## src/dac_cfg_pkg.sv

```systemverilog
// Constants shared by the DAC configuration and serial interface logic.
package dac_cfg_pkg;

  // Serial frame layout: read flag, five address bits, sixteen data bits.
  localparam int FRAME_BITS = 24;
  localparam int CNT_W = 5;
  localparam logic [CNT_W-1:0] FRAME_CNT = 5'h18;
  localparam int RW_POS = 23;
  localparam int ADDR_MSB = 20;
  localparam int ADDR_LSB = 16;
  localparam int ADDR_W = 5;
  localparam int WORD_W = 16;
  localparam logic [7:0] PAD_ZERO = 8'h00;

  // Register addresses; bits 4:3 pick a channel bank, bits 2:0 a channel.
  localparam logic [ADDR_W-1:0] ADDR_CONFIG = 5'h00;
  localparam logic [ADDR_W-1:0] ADDR_OFFSET_A = 5'h04;
  localparam logic [ADDR_W-1:0] ADDR_OFFSET_B = 5'h05;
  localparam logic [ADDR_W-1:0] ADDR_SPI_MODE = 5'h06;
  localparam logic [1:0] BANK_INPUT = 2'h1;
  localparam logic [1:0] BANK_ZERO = 2'h2;
  localparam logic [1:0] BANK_GAIN = 2'h3;

  // Configuration field positions.
  localparam int SRST_POS = 13;
  localparam int PDA_POS = 12;
  localparam int PDB_POS = 11;
  localparam int CAL_POS = 10;
  localparam int GAINA_POS = 8;
  localparam int GAINB_POS = 7;
  localparam int SDODIS_POS = 6;
  localparam int ALTW_POS = 4;
  localparam int SLEEP_POS = 15;

  // Stored bits and bits that read back (reserved, no-effect, reset: zero).
  localparam logic [WORD_W-1:0] CFG_STORE_MASK = 16'h3dd0;
  localparam logic [WORD_W-1:0] CFG_READ_MASK = 16'h1dd0;
  localparam logic [WORD_W-1:0] CFG_RESET = 16'h0000;

  // Twelve-bit data fields sit in bits 15:4 of the word.
  localparam int NUM_CH = 8;
  localparam int DATA_W = 12;
  localparam int DATA_LSB = 4;
  localparam logic [3:0] LOW_ZERO = 4'h0;
  localparam logic [DATA_W-1:0] DATA_RESET = 12'h000;
  localparam logic [DATA_W-1:0] ZERO_RESET = 12'h000;
  localparam logic [DATA_W-1:0] GAIN_RESET = 12'h800;
  localparam logic [DATA_W-1:0] DATA_MAX = 12'hfff;
  localparam int GAIN_SHIFT = 11;

  // Factory offset trims for span six and span four.
  localparam logic [DATA_W-1:0] TRIM_SPAN6 = 12'h99a;
  localparam logic [DATA_W-1:0] TRIM_SPAN4 = 12'haab;

  // Alternate wake allows at most this many clock falling edges.
  localparam logic [1:0] FALL_LIMIT = 2'h1;
  localparam logic [1:0] FALL_SAT = 2'h3;

endpackage : dac_cfg_pkg

```

## src/dac_config_control.sv

```systemverilog
// Serial register interface and configuration control of an octal DAC.
`timescale 1ns/10ps
//
// How it works
// - A one written to the reset field resets the device like the reset pin.
// - The reset field clears itself when that reset has finished.
// - Group A power-down set to one parks channels 0-3 outputs.
// - Group A power-down at zero returns channels 0-3 to normal.
// - Group B power-down set to one parks channels 4-7 outputs.
// - Group B power-down at zero returns channels 4-7 to normal.
// - Serial interface keeps working while either group is powered down.
// - Calibration on: input corrected by gain and zero, then loaded.
// - Calibration off: input copied unchanged to data register, then loaded.
// - Reserved configuration bits ignore writes and read as zero.
// - Changing group A gain reloads group A offset with its factory trim.
// - Group A gain zero selects span six, one selects span four.
// - Changing group B gain reloads group B offset with its factory trim.
// - Group B gain zero selects span six, one selects span four.
// - Output-disable at one keeps serial output undriven, zero is normal.
// - No-effect bit does nothing, never stores, always reads zero.
// - Wake pin high and alternate wake on: select rise wakes from sleep.
// - More than one clock falling edge in the frame keeps it asleep.
// - Alternate wake off: select rise never wakes from sleep.
// - Wake pin low forces normal serial mode, alternate wake ignored.
// - In sleep, serial input passes straight to serial output.
// - Sleep bit clears on hardware reset and while wake pin is low.
module dac_config_control (
  input wire logic clk_sys_i,
  input wire logic srst_i,
  input wire logic spi_cs_n_i,
  input wire logic spi_sclk_i,
  input wire logic spi_sdi_i,
  input wire logic wake_pin_i,
  output logic spi_sdo_o,
  output logic spi_sdo_oe_n_o,
  output logic group_a_powerdown_o,
  output logic group_b_powerdown_o,
  output logic span_four_a_o,
  output logic span_four_b_o,
  output logic calibration_enable_o,
  output logic serial_sleep_o,
  output logic [dac_cfg_pkg::DATA_W-1:0] offset_a_o,
  output logic [dac_cfg_pkg::DATA_W-1:0] offset_b_o,
  output logic [dac_cfg_pkg::NUM_CH*dac_cfg_pkg::DATA_W-1:0] dac_data_o,
  output logic [dac_cfg_pkg::NUM_CH-1:0] dac_load_o
);
  import dac_cfg_pkg::*;

  ////////////////////////////////////////////////////////////////////////////
  // Gain and zero correction with saturation to the code range.
  function automatic logic [DATA_W-1:0] calibrate(
    input logic [DATA_W-1:0] din,
    input logic [DATA_W-1:0] gain,
    input logic [DATA_W-1:0] zero
  );
    logic [2*DATA_W-1:0] prod;
    logic signed [DATA_W+2:0] sum;
    prod = {{DATA_W{1'b0}}, din} * {{DATA_W{1'b0}}, gain};
    sum = $signed({2'b00, prod[2*DATA_W-1:GAIN_SHIFT]})
        + $signed({{3{zero[DATA_W-1]}}, zero});
    if (sum[DATA_W+2]) begin
      calibrate = DATA_RESET;
    end else if (sum > $signed({3'b000, DATA_MAX})) begin
      calibrate = DATA_MAX;
    end else begin
      calibrate = sum[DATA_W-1:0];
    end
  endfunction : calibrate

  ////////////////////////////////////////////////////////////////////////////
  // Pin synchronisers: two flops before any logic looks at a pin.
  logic cs_m_ff, cs_s_ff, cs_d_ff;
  logic sclk_m_ff, sclk_s_ff, sclk_d_ff;
  logic sdi_m_ff, sdi_s_ff;
  logic wake_m_ff, wake_s_ff;

  // Shift, count and readback state.
  logic [FRAME_BITS-1:0] rx_ff;
  logic [FRAME_BITS-1:0] tx_ff;
  logic [CNT_W-1:0] bit_cnt_ff;
  logic [1:0] fall_cnt_ff;
  logic [WORD_W-1:0] rd_word_ff;
  logic sdo_ff;
  logic sleep_ff;

  // Register file.
  logic [WORD_W-1:0] cfg_ff;
  logic [DATA_W-1:0] offset_a_ff, offset_b_ff;
  logic [DATA_W-1:0] in_ff [NUM_CH];
  logic [DATA_W-1:0] zero_ff [NUM_CH];
  logic [DATA_W-1:0] gain_ff [NUM_CH];
  logic [DATA_W-1:0] dac_ff [NUM_CH];
  logic [NUM_CH-1:0] load_ff;

  always_ff @(posedge clk_sys_i) begin
    cs_m_ff <= spi_cs_n_i;
    cs_s_ff <= cs_m_ff;
    cs_d_ff <= cs_s_ff;
    sclk_m_ff <= spi_sclk_i;
    sclk_s_ff <= sclk_m_ff;
    sclk_d_ff <= sclk_s_ff;
    sdi_m_ff <= spi_sdi_i;
    sdi_s_ff <= sdi_m_ff;
    wake_m_ff <= wake_pin_i;
    wake_s_ff <= wake_m_ff;
  end

  ////////////////////////////////////////////////////////////////////////////
  // Edge detection and frame decode.
  wire cs_fall = cs_d_ff & ~cs_s_ff;
  wire cs_rise = ~cs_d_ff & cs_s_ff;
  wire cs_low = ~cs_s_ff;
  wire sclk_fall = cs_low & sclk_d_ff & ~sclk_s_ff;
  wire frame_ok = cs_rise & (bit_cnt_ff == FRAME_CNT) & ~sleep_ff;
  wire wr_hit = frame_ok & ~rx_ff[RW_POS];
  wire rd_hit = frame_ok & rx_ff[RW_POS];
  wire [ADDR_W-1:0] addr = rx_ff[ADDR_MSB:ADDR_LSB];
  wire [WORD_W-1:0] wdata = rx_ff[WORD_W-1:0];
  wire [DATA_W-1:0] wfield = wdata[WORD_W-1:DATA_LSB];
  wire [1:0] bank = addr[ADDR_W-1:ADDR_W-2];
  wire [2:0] ch = addr[2:0];
  wire wr_cfg = wr_hit & (addr == ADDR_CONFIG);
  wire wr_off_a = wr_hit & (addr == ADDR_OFFSET_A);
  wire wr_off_b = wr_hit & (addr == ADDR_OFFSET_B);
  wire wr_mode = wr_hit & (addr == ADDR_SPI_MODE);
  wire wr_in = wr_hit & (bank == BANK_INPUT);
  wire wr_zero = wr_hit & (bank == BANK_ZERO);
  wire wr_gain = wr_hit & (bank == BANK_GAIN);

  // Combined reset: pin reset or the self-clearing software reset.
  wire rst_all = srst_i | cfg_ff[SRST_POS];

  // New configuration word; reserved and no-effect bits never store.
  wire [WORD_W-1:0] nxt_cfg = wdata & CFG_STORE_MASK;
  wire gain_a_chg = wr_cfg & (nxt_cfg[GAINA_POS] != cfg_ff[GAINA_POS]);
  wire gain_b_chg = wr_cfg & (nxt_cfg[GAINB_POS] != cfg_ff[GAINB_POS]);
  wire [DATA_W-1:0] trim_a = nxt_cfg[GAINA_POS] ? TRIM_SPAN4 : TRIM_SPAN6;
  wire [DATA_W-1:0] trim_b = nxt_cfg[GAINB_POS] ? TRIM_SPAN4 : TRIM_SPAN6;

  // Value for the addressed channel's data register.
  wire [DATA_W-1:0] corrected = calibrate(wfield, gain_ff[ch], zero_ff[ch]);
  wire [DATA_W-1:0] nxt_dac =
    cfg_ff[CAL_POS] ? corrected : wfield;

  // Alternate wake decision at the select rising edge.
  wire alt_wake = cs_rise & sleep_ff & wake_s_ff & cfg_ff[ALTW_POS]
                & (fall_cnt_ff <= FALL_LIMIT);

  // Readback word selected by the address of a read frame.
  wire [WORD_W-1:0] rd_cfg = cfg_ff & CFG_READ_MASK;
  wire [WORD_W-1:0] rd_bank =
    (bank == BANK_INPUT) ? {in_ff[ch], LOW_ZERO} :
    (bank == BANK_ZERO) ? {zero_ff[ch], LOW_ZERO} :
    {gain_ff[ch], LOW_ZERO};
  wire [WORD_W-1:0] rd_mux =
    (addr == ADDR_CONFIG) ? rd_cfg :
    (addr == ADDR_OFFSET_A) ? {offset_a_ff, LOW_ZERO} :
    (addr == ADDR_OFFSET_B) ? {offset_b_ff, LOW_ZERO} :
    (bank != 2'h0) ? rd_bank : '0;

  ////////////////////////////////////////////////////////////////////////////
  // Receive shift register and bit counter; runs whatever the power-down
  // state, so the interface stays live with groups parked.
  always_ff @(posedge clk_sys_i) begin
    if (rst_all || cs_fall) begin
      bit_cnt_ff <= '0;
      rx_ff <= '0;
    end else if (sclk_fall && !sleep_ff) begin
      rx_ff <= {rx_ff[FRAME_BITS-2:0], sdi_s_ff};
      if (bit_cnt_ff != FRAME_CNT) begin
        bit_cnt_ff <= bit_cnt_ff + CNT_W'(1);
      end else begin
        bit_cnt_ff <= FRAME_CNT + CNT_W'(1);
      end
    end
  end

  // Falling clock edges counted per select-low period, saturating.
  always_ff @(posedge clk_sys_i) begin
    if (rst_all || cs_fall) begin
      fall_cnt_ff <= '0;
    end else if (sclk_fall && fall_cnt_ff != FALL_SAT) begin
      fall_cnt_ff <= fall_cnt_ff + 2'h1;
    end
  end

  ////////////////////////////////////////////////////////////////////////////
  // Sleep bit: set by a mode write, cleared by pin reset, wake pin low or
  // an allowed alternate wake. Software reset leaves it alone.
  always_ff @(posedge clk_sys_i) begin
    if (srst_i || !wake_s_ff) begin
      sleep_ff <= 1'b0;
    end else if (alt_wake) begin
      sleep_ff <= 1'b0;
    end else if (wr_mode) begin
      sleep_ff <= wdata[SLEEP_POS];
    end
  end

  ////////////////////////////////////////////////////////////////////////////
  // Transmit path: readback shifts out after each falling clock edge; in
  // sleep the input bit is passed straight through.
  always_ff @(posedge clk_sys_i) begin
    if (rst_all) begin
      tx_ff <= '0;
      sdo_ff <= 1'b0;
      rd_word_ff <= '0;
    end else begin
      if (rd_hit) begin
        rd_word_ff <= rd_mux;
      end
      if (cs_fall) begin
        tx_ff <= {PAD_ZERO, rd_word_ff};
      end else if (sclk_fall) begin
        tx_ff <= {tx_ff[FRAME_BITS-2:0], 1'b0};
      end
      sdo_ff <= sleep_ff ? sdi_s_ff : tx_ff[FRAME_BITS-1];
    end
  end

  ////////////////////////////////////////////////////////////////////////////
  // Configuration register; a written reset bit stays one for a single
  // cycle, during which rst_all returns everything to defaults.
  always_ff @(posedge clk_sys_i) begin
    if (rst_all) begin
      cfg_ff <= CFG_RESET;
    end else if (wr_cfg) begin
      cfg_ff <= nxt_cfg;
    end
  end

  // Offset registers, reloaded with the trim when a gain bit changes.
  always_ff @(posedge clk_sys_i) begin
    if (rst_all) begin
      offset_a_ff <= TRIM_SPAN6;
      offset_b_ff <= TRIM_SPAN6;
    end else begin
      if (gain_a_chg) begin
        offset_a_ff <= trim_a;
      end else if (wr_off_a) begin
        offset_a_ff <= wfield;
      end
      if (gain_b_chg) begin
        offset_b_ff <= trim_b;
      end else if (wr_off_b) begin
        offset_b_ff <= wfield;
      end
    end
  end

  ////////////////////////////////////////////////////////////////////////////
  // Channel input, zero, gain and data registers, with a one-cycle load
  // pulse for the channel whose data register was written.
  always_ff @(posedge clk_sys_i) begin
    if (rst_all) begin
      for (int i = 0; i < NUM_CH; i++) begin
        in_ff[i] <= DATA_RESET;
        zero_ff[i] <= ZERO_RESET;
        gain_ff[i] <= GAIN_RESET;
        dac_ff[i] <= DATA_RESET;
      end
      load_ff <= '0;
    end else begin
      load_ff <= '0;
      if (wr_in) begin
        in_ff[ch] <= wfield;
        dac_ff[ch] <= nxt_dac;
        load_ff[ch] <= 1'b1;
      end
      if (wr_zero) begin
        zero_ff[ch] <= wfield;
      end
      if (wr_gain) begin
        gain_ff[ch] <= wfield;
      end
    end
  end

  ////////////////////////////////////////////////////////////////////////////
  // Flatten the channel data registers onto the output bus.
  always_comb begin
    for (int i = 0; i < NUM_CH; i++) begin
      dac_data_o[i*DATA_W +: DATA_W] = dac_ff[i];
    end
  end

  // Output drivers; the serial output is released when disabled.
  assign spi_sdo_o = sdo_ff;
  assign spi_sdo_oe_n_o = cfg_ff[SDODIS_POS] | cs_s_ff;
  assign group_a_powerdown_o = cfg_ff[PDA_POS];
  assign group_b_powerdown_o = cfg_ff[PDB_POS];
  assign span_four_a_o = cfg_ff[GAINA_POS];
  assign span_four_b_o = cfg_ff[GAINB_POS];
  assign calibration_enable_o = cfg_ff[CAL_POS];
  assign serial_sleep_o = sleep_ff;
  assign offset_a_o = offset_a_ff;
  assign offset_b_o = offset_b_ff;
  assign dac_load_o = load_ff;

endmodule : dac_config_control

```

## config.mk

```make
export PLATFORM = sky130hd
export DESIGN_NAME = dac_config_control
export DESIGN_NICKNAME = d
export VERILOG_FILES = /design/src/dac_cfg_pkg.sv /design/src/dac_config_control.sv
export SDC_FILE = /design/constraint.sdc
export NUM_CORES = 1
export LEC_CHECK = 0
export BUFFER_PORTS_ARGS = -buffer_cell sky130_fd_sc_hd__buf_2
export CORE_ASPECT_RATIO = 1.2
export CORE_MARGIN = 3
export CORE_UTILIZATION = 45
export DETAILED_ROUTE_END_ITERATION = 7
export REMOVE_ABC_BUFFERS = 1
export SETUP_SLACK_MARGIN = 0.1
export SYNTH_ARGS = -nofsm -noshare
export SYNTH_HDL_FRONTEND = slang
export SYNTH_SLANG_ARGS = --single-unit
```

## constraint.sdc

```tcl
create_clock -name clk_sys_i -period 9.6 [get_ports clk_sys_i]
set_input_delay 0.96 -clock clk_sys_i [delete_from_list [all_inputs] [get_ports clk_sys_i]]
set_output_delay 0.96 -clock clk_sys_i [all_outputs]
set_load 0.01 [all_outputs]
```

==> results of run 1 <==
## cells in the mapped netlist, types with 6 or more instances
cell / n
a211oi_1: 6
a211oi_4: 8
a21o_1: 10
a21oi_1: 98
a311oi_1: 11
and2_1: 284
and3_1: 37
buf_1: 11
buf_2: 10
buf_6: 6
clkbuf_1: 150
dfxtp_1: 118
edfxtp_1: 384
fa_1: 100
ha_1: 77
inv_1: 145
mux2_2: 26
mux2i_1: 32
mux4_2: 72
nand2_1: 231
nand2b_1: 27
nand3_1: 11
nand4_1: 10
nor2_1: 101
nor2b_1: 34
nor3_1: 32
nor3_2: 55
o21ai_0: 51
or3_1: 13
xnor2_1: 17
xor2_1: 12
## metal layers
metal / wire [µm] / vias to the layer above
li1: - / 7953
met1: 30400 / 8879
met2: 34900 / 667
met3: 4780 / 139
met4: 2700 / 0
met5: 0 / -
## layout by cell type, fill, tap and decap left out, types with 5 or more instances in the layout
| cell type | count |
|---|---|
| buf_2 | 141 |
| buf_12 | 6 |
| o21ai_0 | 48 |
| nand4_1 | 10 |
| buf_4 | 75 |
| clkbuf_1 | 15 |
| dfxtp_1 | 115 |
| inv_1 | 145 |
| and2_1 | 284 |
| nand2b_1 | 27 |
| xnor2_1 | 17 |
| a21o_1 | 10 |
| xor2_1 | 12 |
| edfxtp_1 | 384 |
| mux4_2 | 72 |
| fa_1 | 100 |
| nand2_1 | 231 |
| o22ai_1 | 5 |
| clkbuf_16 | 51 |
| nor2_1 | 98 |
| o21ai_1 | 5 |
| mux2i_1 | 32 |
| nand3_1 | 11 |
| nor2b_1 | 34 |
| or2_2 | 5 |
| nand3b_1 | 5 |
| mux2_2 | 26 |
| a211oi_1 | 6 |
| ha_1 | 77 |
| nor3_2 | 56 |
| and3_1 | 37 |
| a21oi_1 | 98 |
| clkbuf_8 | 9 |
| nor3_1 | 31 |
| or3_1 | 13 |
| a211oi_4 | 8 |
| a311oi_1 | 11 |
| clkinv_2 | 6 |
## metrics by stage
step	cell area [µm²]	power [mW]	util (%)	setup TNS, ns	setup WS (ns)
6_report	30300	4.62	51.6	0	0.662
5_1_grt	30300	4.75	51.6	0	0.146
4_1_cts	30200	4.65	51.3	0	0.404
3_5_place_dp	28500	2.66	48.5	0	0.395
3_3_place_gp	28500	2.66	48.5	0	0.528
2_1_floorplan	26200	2.57	-	-341.16	-4.33
## sequential cells by signal, summed over array words and instances (netlist names), 2 cells and up, named ones only
name	count
zero_ff	96
tx_ff	20
offset_a_o	12
in_ff	96
rx_ff	24
cfg_ff	8
offset_b_o	12
bit_cnt_ff	5
fall_cnt_ff	2
rd_word_ff	12
gain_ff	96
dac_load_o	8
dac_ff	96
## logic make-up after synthesis
family / after synthesis / share of synthesized area [%]
xor+xnor: 29 / 0.943
fa+ha+maj: 177 / 11.0
simple gates: 863 / 17.7
compound gates: 224 / 5.47
mux: 132 / 8.47
buf+inv: 328 / 4.82
flops: 502 / 51.6
## worst max-delay path, delay by kind of cell (launching register included)
kind,cells,cell delay [ns]
XOR/XNOR,1,0.14
buffers and inverters,4,0.32
AND/OR/NAND/NOR,6,1.15
multiplexers,3,1.28
AO/OA/AOI/OAI,9,2.09
flip-flops,1,0.46
adder cells (fa/ha/maj),7,3.22
## worst min path at each step
stage | depth (start not counted) | slack (ns) | from | end
after floorplan | 0 | 0.31 | cs_m_ff$_DFF_P_ | cs_s_ff$_DFF_P_
final | 0 | 0.33 | wake_m_ff$_DFF_P_ | wake_s_ff$_DFF_P_
after CTS | 0 | 0.33 | wake_m_ff$_DFF_P_ | wake_s_ff$_DFF_P_
after global placement | 0 | 0.31 | cs_m_ff$_DFF_P_ | cs_s_ff$_DFF_P_
after detailed placement | 0 | 0.31 | wake_m_ff$_DFF_P_ | wake_s_ff$_DFF_P_
after global routing | 0 | 0.33 | sdi_m_ff$_DFF_P_ | sdi_s_ff$_DFF_P_
## power by group through the flow
stage          sequential, mW  combinational, mW  clock, mW
6_report                 2.44              0.176       2.01
5_1_grt                  2.44              0.188       2.11
4_1_cts                  2.44              0.177       2.03
3_5_place_dp             2.48              0.176          0
3_3_place_gp             2.48              0.175          0
2_1_floorplan            2.48             0.0882          0
## timing repair
action / 4_1_cts / 5_1_grt
setup endpoints to repair: 0 / 72
hold endpoints to repair: 0 / 0
resized for setup: 0 / 2
buffers inserted: 0 / 9
## cell type report
| class | count | area, µm² |
|---|---|---|
| inverters | 149 | 562 |
| clock inverters | 20 | 231 |
| well taps | 792 | 991 |
| fillers | 5193 | 28400 |
| multi-input cells | 1425 | 11800 |
| clock buffers | 75 | 1460 |
| flip-flops and latches | 502 | 13900 |
| repair buffers | 222 | 1390 |
==> metrics.md, run 1 <==
| Metric | Value |
|---|---|
| HP Class | reg -> reg |
| Unrepaired setup endpoints after global routing | no |
| Max-slew violation count | 0 |
| Aggregate global-route resource usage | 23.1% |
| I/O pin cnt | about 140 |
| EDFF count, synth | between 300 and 400 |
| Starting DRT DRC Count | 1,499 |
| First-pass GRT wire length | 111,000 µm |
| Yosys reg bits | ~500 |
| P_leak | about 12 nW |
| Sequential share of power | a little over half |
| H-tree Lvls | 2 |
| Via count | 17.6k |
| Ant diodes | 0 |
| Worst setup SP type | flip-flop |
| Met2 Resource Use GR | 38.7% |
| Crit path required time | roughly 9.9 ns |
| Antenna-violating nets left | 0 |
| Fin crit share | just over 90% |
| Most frequent CP cell | fa_1 |
| Max-Cap Viols | 0 |
| WL final | ~73,000 µm |
| Clock sinks | approximately 500 |
| Placed Instances | 3,081 |
| Reg2reg end | dac_ff[1][5]$_SDFFCE_PN0P_ |
| Comb pwr share | between 3 and 4% |
| Ys flop type | edfxtp_1 |
| Slew headroom | between 10% and 20% |
| Synth top area cells | edfxtp_1 (43%), dfxtp_1 (8.8%), fa_1 (7.4%) |
| GRT Max-Usage Layer | met2 |
| Row count | just under 100 |
| Die ar. | roughly 63,000 µm² |
| Crit-path max FO | 13 |
| Final Non-Filler Cells | about 3.2k |
| R2R cell count | 30 |
| Worst-Margin Slew | about 1.2 ns |
| Port bufs | 141 |
| Starting density of the core | between 40 and 50% |
| Synth Instances | roughly 2.3k |
| Hold WS | between 0.3 and 0.4 ns |
| DP HPWL | about 50,000 µm |
| Critical Setup Path Class | reg -> reg |
| CTS hold repair buffers | 0 |
| Final Skew | slightly below 0.05 ns |
| Share of post-route cells with drive strength above 1 | slightly above 20% |
| GP Congestion | between 0.8 and 0.9 |
| Syn avg cell area | 11.9 µm² |
| Nets | approximately 2.5k |
| Area leader, netlist | edfxtp_1 |
| CP Capture Type | flip-flop |
| Switching share of power | between 20% and 30% |
| Endpoints failing hold | 0 |
| Met1 usage | about 31% |
| Mapped cell area | about 27,000 µm² |
| Die width | roughly 230 µm |
| Core Area | roughly 59,000 µm² |
| Slowest stage delay, CP | ~0.55 ns |
| Post-synthesis sequential area ratio | roughly half |
| Critical path capture point | dac_ff[1][5]$_SDFFCE_PN0P_ |
| Final min period | roughly 8.9 ns |
| Vias in the first global route | between 15k and 20k |
| Net Switching | a little over 1 mW |
| Global Route met3 Usage | under 10% |
| Num CTS Buffers | between 50 and 60 |
| DRC viols | 0 |
| Clock power share | a little over two fifths |
| Yosys warns | 0 |
| Fraction of registers with async set or reset after synthesis | 0% |
| First drt pass iteration count | 7 |
| R2r setup slk | around 0.66 ns |
| Clk root buf | clkbuf_16 |
| Drt wl/cell | 22.9 µm |
| CTS tree | done |
| Initial antenna violation count | 1 |
| Pin count of the biggest net entering global routing | 50 |
| Status | finished, final reports clean |
| Vias per cell | roughly 5.5 |
| CTS clock-pin slew for the worst setup and hold paths | roughly 0.06 ns |
| Internal power | approximately 3.6 mW |
| # setup viols final | 0 |
| Distinct cells, synth | slightly below 70 |
| CTS Buffer Depth | 3 |
| Post-synth top area share | ~43% |
| Max rail drop VDD | around 150 µV |
| Overflow after GRT | 0 |
| Area delta synth->final | 12.6% |
| Worst Path Arrival | 9.28 ns |
| Pwr per Cell Area | between 150 and 200 nW/µm² |
| Peak Freq | between 0.1 and 0.15 GHz |
| Die Span Y | between 200 and 300 µm |
| Slowest CP cell | mux4_2 |
| Clk_lat worst skew | roughly 0.62 ns |
Power figures use the tool's default switching activity.
==> run 2: changes to the inputs <==
--- a/config.mk
+++ b/config.mk
@@ -7,2 +7,3 @@
 export LEC_CHECK = 0
+export ABC_AREA = 1
 export BUFFER_PORTS_ARGS = -buffer_cell sky130_fd_sc_hd__buf_2
--- a/constraint.sdc
+++ b/constraint.sdc
@@ -3,2 +3,2 @@
 set_output_delay 0.96 -clock clk_sys_i [all_outputs]
-set_load 0.01 [all_outputs]
+set_load 0.02 [all_outputs]
==> metrics.md, run 2 <==
| Metric | Value |
|---|---|
| Status | finished, final reports clean |
| Most frequent cells after synthesis | nor2_1 (587), edfxtp_1 (384), nand2_1 (380), inv_1 (228), a21oi_1 (206) |
| Slowest CP cell | dfxtp_1 |
| Worst-Margin Slew | 1.27 ns |
| Row count | 96 |
| Critical path capture point | dac_ff[1][0]$_SDFFCE_PN0P_ |
| Fin Setup TNS | 0 ns |
| Fraction of registers with async set or reset after synthesis | 0% |
| GRT Max-Usage Layer | met2 |
| Placed instance area | ~27,000 µm² |
| Fin crit share | 91.1% |
| Clk_lat worst skew | ~0.6 ns |
| Met1 usage | 36.4% |
| Final Skew | around 0.024 ns |
| Max rail drop VDD | roughly 120 µV |
| Max-Cap Viols | 0 |
| Hold WS | approximately 0.34 ns |
| Net Switching | 1.28 mW |
| Die ar. | about 60,000 µm² |
| Most numerous cell in the Yosys netlist | nor2_1 |
| R2r setup slk | approximately 0.85 ns |
| Antenna-violating nets left | 0 |
| Worst setup SP type | flip-flop |
| First-pass GRT wire length | approximately 130,000 µm |
| Met2 Resource Use GR | between 40% and 50% |
| Starting density of the core | roughly 46% |
| CTS hold repair buffers | 0 |
| Vias in the first global route | between 20k and 25k |
| Yosys warns | 0 |
| Distinct cells, synth | just over 50 |
| Most frequent cells in the layout | nor2_1 (585), edfxtp_1 (384), nand2_1 (379) |
| H-tree Lvls | 2 |
| I/O pin cnt | between 100 and 150 |
| Core Area | about 58,000 µm² |
| Num CTS Buffers | between 50 and 60 |
| EDFF count, synth | between 300 and 400 |
| Syn avg cell area | roughly 9.6 µm² |
| WL final | between 80,000 and 90,000 µm |
| Overflow after GRT | 0 |
| CTS clock-pin slew for the worst setup and hold paths | approximately 0.06 ns |
| Comb pwr share | between 10 and 15% |
| # resized after CTS | 0 |
| Switching share of power | 25.9% |
| Nets | approximately 3.0k |
| Mapped cell area | approximately 26,000 µm² |
| CTS Buffer Depth | 3 |
| # setup viols final | 0 |
| Synth Instances | 2,756 |
| Ant diodes | 0 |
| Aggregate global-route resource usage | roughly 27% |
| Final Instance Area | a little under 30,000 µm² |
| CTS tree | done |
| Area leader, netlist | edfxtp_1 |
| DRC viols | 0 |
| Reg2reg end | dac_ff[1][0]$_SDFFCE_PN0P_ |
| Slowest stage delay, CP | a little over 0.7 ns |
| Launch point of the worst hold path | sdi_m_ff$_DFF_P_ |
| Worst Path Arrival | 9.05 ns |
| Internal power | about 3.7 mW |
| Total power | 4.94 mW |
| Post-synth top area share | between 40 and 50% |
| Crit path required time | 9.91 ns |
| First drt pass iteration count | 6 |
| Endpoints failing hold | 0 |
| Die Span Y | between 200 and 300 µm |
| Post-CTS Setup Inserts | 0 |
| Area delta synth->final | 10.4% |
| Critical Setup Path Class | reg -> reg |
| Most frequent CP cell | nand2_1 |
| Drt wl/cell | around 23 µm |
| P_leak | 11.5 nW |
| DP HPWL | between 50,000 and 60,000 µm |
| Crit-path max FO | 14 |
| GP Congestion | between 0.9 and 1 |
| HP Class | reg -> reg |
| Fill cells | 5,242 |
| Share of post-route cells with drive strength above 1 | between 10% and 20% |
| Pwr per Cell Area | around 170 nW/µm² |
| Clock power share | about 40% |
| Sequential share of power | about 50% |
| Peak Freq | 0.114 GHz |
| Pin count of the biggest net entering global routing | between 100 and 150 |
| Yosys reg bits | about 500 |
| Ys flop type | edfxtp_1 |
| Clock sinks | around 500 |
| Commonest non-fill, non-tap cell in the layout | nor2_1 |
| Post-synthesis sequential area ratio | between 50% and 60% |
| Max-slew violation count | 0 |
| Slew headroom | between 10% and 20% |
| Die width | 227 µm |
| Starting DRT DRC Count | ~2.1k |
| Clk root buf | clkbuf_16 |
| R2R cell count | 29 |
| Hold path cells | 0 |
| Initial antenna violation count | 1 |
| Synth top area cells | edfxtp_1 (44%), dfxtp_1 (9.0%), nor2_1 (8.4%) |
| Final min period | 8.75 ns |
| Global Route met3 Usage | ~3.5% |
| Via count | 20.6k |
| Unrepaired setup endpoints after global routing | no |
| Port bufs | approximately 140 |
| CP Capture Type | flip-flop |
| Vias per cell | 5.73 |
run 2: cell count changes after synthesis, moves of 34 or more:
cell,before,now
clkbuf_1,150,102
and2_1,284,8
mux4_2,72,0
buf_2,10,45
a21oi_1,98,206
nor2b_1,34,0
inv_1,145,228
and3_1,37,0
o21ai_0,51,205
nor3_2,55,2
o211ai_1,4,40
nor2_1,101,587
nand2_1,231,380
run 2: worst min-delay path by stage:
| stage | to | slack [ns] |
|---|---|---|
| CTS | sdi_s_ff$_DFF_P_ | 0.34 |
| finish | sdi_s_ff$_DFF_P_ | 0.34 |
| detailed placement | sdi_s_ff$_DFF_P_ | 0.32 |
| global route | sdi_s_ff$_DFF_P_ | 0.34 |
| global placement | cs_s_ff$_DFF_P_ | 0.31 |
| floorplan | cs_s_ff$_DFF_P_ | 0.31 |
run 2: through the flow:
stage	std cells	utilization, %	setup WS (ns)
floorplan	2588	-	-0.734
global placement	3500	47.7	0.895
detailed placement	3500	47.7	0.907
CTS	3595	50.5	0.857
global route	3595	50.5	0.147
finish	3595	50.5	0.852
run 2: area by class of cell:
cell class | instances | area [µm²] | area share [%]
inverters | 260 | 983 | 3.38
clock inverters | 25 | 213 | 0.732
flip-flops and latches | 502 | 13900 | 47.8
clock buffers | 70 | 1420 | 4.89
multi-input cells | 1826 | 10700 | 36.7
repair buffers | 177 | 976 | 3.36
well taps | 735 | 920 | 3.16
run 2: critical path, delay by kind of cell, from the launching register on:
family	cells	cell delay, ns
simple gates	11	1.88
compound gates	6	1.59
buf+inv	4	0.96
flops	1	0.71
fa+ha+maj	7	3.14
xor+xnor	1	0.21
run 2: cells by family (layout without fill, tap and decap cells):
logic type               Yosys count  after routing  share of synthesized area (%)
adder cells (fa/ha/maj)          177            177                           11.3
AO/OA/AOI/OAI                    551            551                           11.8
AND/OR/NAND/NOR                 1075           1075                           16.6
XOR/XNOR                          23             23                          0.765
flip-flops                       502            502                           52.8
buffers and inverters            428            532                           6.81
run 2: power groups by stage:
stage          clock, mW  combinational, mW  sequential (mW)
4_1_cts             1.99              0.544             2.43
3_3_place_gp           0              0.539             2.47
5_1_grt             2.08              0.596             2.43
3_5_place_dp           0              0.541             2.47
6_report            1.97              0.543             2.43
2_1_floorplan          0              0.316             2.49
run 2: metal layers:
metal  vias to the layer above  routed length [µm]
li1                       9303                   -
met1                     10200               33700
met2                       899               40800
met3                       165                5950
met4                         2                3240
met5                         -                  13
==> run 3: changes to the inputs <==
CORE_ASPECT_RATIO = not set   (was 1.2)
==> metrics.md, run 3 (synthesized netlist as in run 2, its figures left out) <==
| Metric | Value |
|---|---|
| I/O pin cnt | about 140 |
| Worst-Margin Slew | around 1.1 ns |
| Most frequent cells in the layout | nor2_1 (585), edfxtp_1 (384), nand2_1 (380) |
| Starting DRT DRC Count | 2,119 |
| Peak Freq | approximately 0.12 GHz |
| Fin Setup TNS | 0 ns |
| Port bufs | 141 |
| Pwr per Cell Area | around 170 nW/µm² |
| Setup WS pre-CTS | between 1 and 1.5 ns |
| Max-slew violation count | 0 |
| Aggregate global-route resource usage | 26.5% |
| First-pass GRT wire length | approximately 120,000 µm |
| P_leak | 11.5 nW |
| DRC viols | 0 |
| GP Congestion | 0.920 |
| Core Area | 57,800 µm² |
| Slowest stage delay, CP | between 0.7 and 0.8 ns |
| Clock sinks | between 500 and 600 |
| Worst setup margin | approximately 1.0 ns |
| Max rail drop VDD | about 150 µV |
| CTS clock-pin slew for the worst setup and hold paths | ~0.060 ns |
| Slowest CP cell | dfxtp_4 |
| # setup viols final | 0 |
| Status | finished, final reports clean |
| CTS tree | done |
| HP Class | reg -> reg |
| Fin crit share | just under 90% |
| Final min period | approximately 8.6 ns |
| Worst setup SP type | flip-flop |
| Endpoints failing hold | 0 |
| Post-CTS Setup Inserts | 0 |
| Vias per cell | about 5.6 |
| Die width | about 250 µm |
| Row count | slightly below 90 |
| Drt wl/cell | 22.5 µm |
| Share of post-route cells with drive strength above 1 | a little under an eighth |
| CP Capture Type | flip-flop |
| Ant diodes | 0 |
| Initial antenna violation count | 1 |
| Commonest non-fill, non-tap cell in the layout | nor2_1 |
| Clk_lat worst skew | about 0.60 ns |
| CTS Buffer Depth | 3 |
| Die Span Y | ~250 µm |
| Antenna-violating nets left | 0 |
| Critical Setup Path Class | reg -> reg |
| Crit path required time | between 10 and 15 ns |
| Worst Path Arrival | roughly 9 ns |
| # resized after CTS | 0 |
| Area delta synth->final | 10.8% |
| Slew headroom | 29.7% |
| Overflow after GRT | 0 |
| Via count | approximately 20k |
| WL final | just over 80,000 µm |
| Crit-path max FO | 50 |
| Vias in the first global route | about 20k |
| DP HPWL | ~55,000 µm |
| First drt pass iteration count | 6 |
| Num CTS Buffers | 53 |
| Pin count of the biggest net entering global routing | just under 100 |
| Nets | 3,008 |
| Max-Cap Viols | 0 |
| Unrepaired setup endpoints after global routing | no |
| H-tree Lvls | 2 |
| Final Skew | 0.0123 ns |
| Clk root buf | clkbuf_16 |
| Die ar. | approximately 60,000 µm² |
| CTS hold repair buffers | 0 |
| Starting density of the core | between 40% and 50% |
| Total power | around 5.0 mW |
[run 3: worst max-delay path, delay by kind of cell (launching register included)]
kind | cells | cell delay (ns)
xor+xnor | 1 | 0.20
buf+inv | 8 | 1.18
compound gates | 7 | 1.70
simple gates | 11 | 1.27
flops | 1 | 0.72
fa+ha+maj | 7 | 3.28
[run 3: power breakdown]
| part | switching, mW | leakage (nW) | total, mW | internal (mW) |
|---|---|---|---|---|
| logic | 0.399 | 5.82 | 0.547 | 0.147 |
| clock network | 0.848 | 0.803 | 1.98 | 1.13 |
| registers | 0.0310 | 4.90 | 2.43 | 2.40 |
[run 3: cell type report]
cell class | count | area, µm²
clock buffers | 76 | 1490
clock inverters | 19 | 171
fillers | 5354 | 28600
inverters | 260 | 983
multi-input cells | 1826 | 10700
flip-flops and latches | 502 | 13900
well taps | 765 | 957
repair buffers | 182 | 1010
[run 3: layer usage]
metal	wire length (µm)	GRT usage, %	up-vias
li1	-	-	9313
met2	38700	43.1	778
met1	35300	37.4	10200
met5	0	0	-
met3	5490	3.42	127
met4	2210	7.62	0
[run 3: worst paths after layout]
check,from,to,slack (ns),cells after the start
min reg2reg,wake_m_ff$_DFF_P_,wake_s_ff$_DFF_P_,0.32,0
min,wake_m_ff$_DFF_P_,wake_s_ff$_DFF_P_,0.32,0
max reg2reg,flip-flop,dac_ff[2][5]$_SDFFCE_PN0P_,1.01,34
max,flip-flop,dac_ff[2][5]$_SDFFCE_PN0P_,1.01,34
[run 3: stage by stage]
step                      cell area, µm²  hold slack (ns)  util, %  cells
after global placement             27500            0.313     47.6   3535
after detailed placement           27500            0.315     47.6   3535
after global routing               29200            0.342     50.5   3630
final                              29200            0.324     50.5   3630
after CTS                          29200            0.328     50.5   3630
after floorplan                    25500            0.310        -   2588
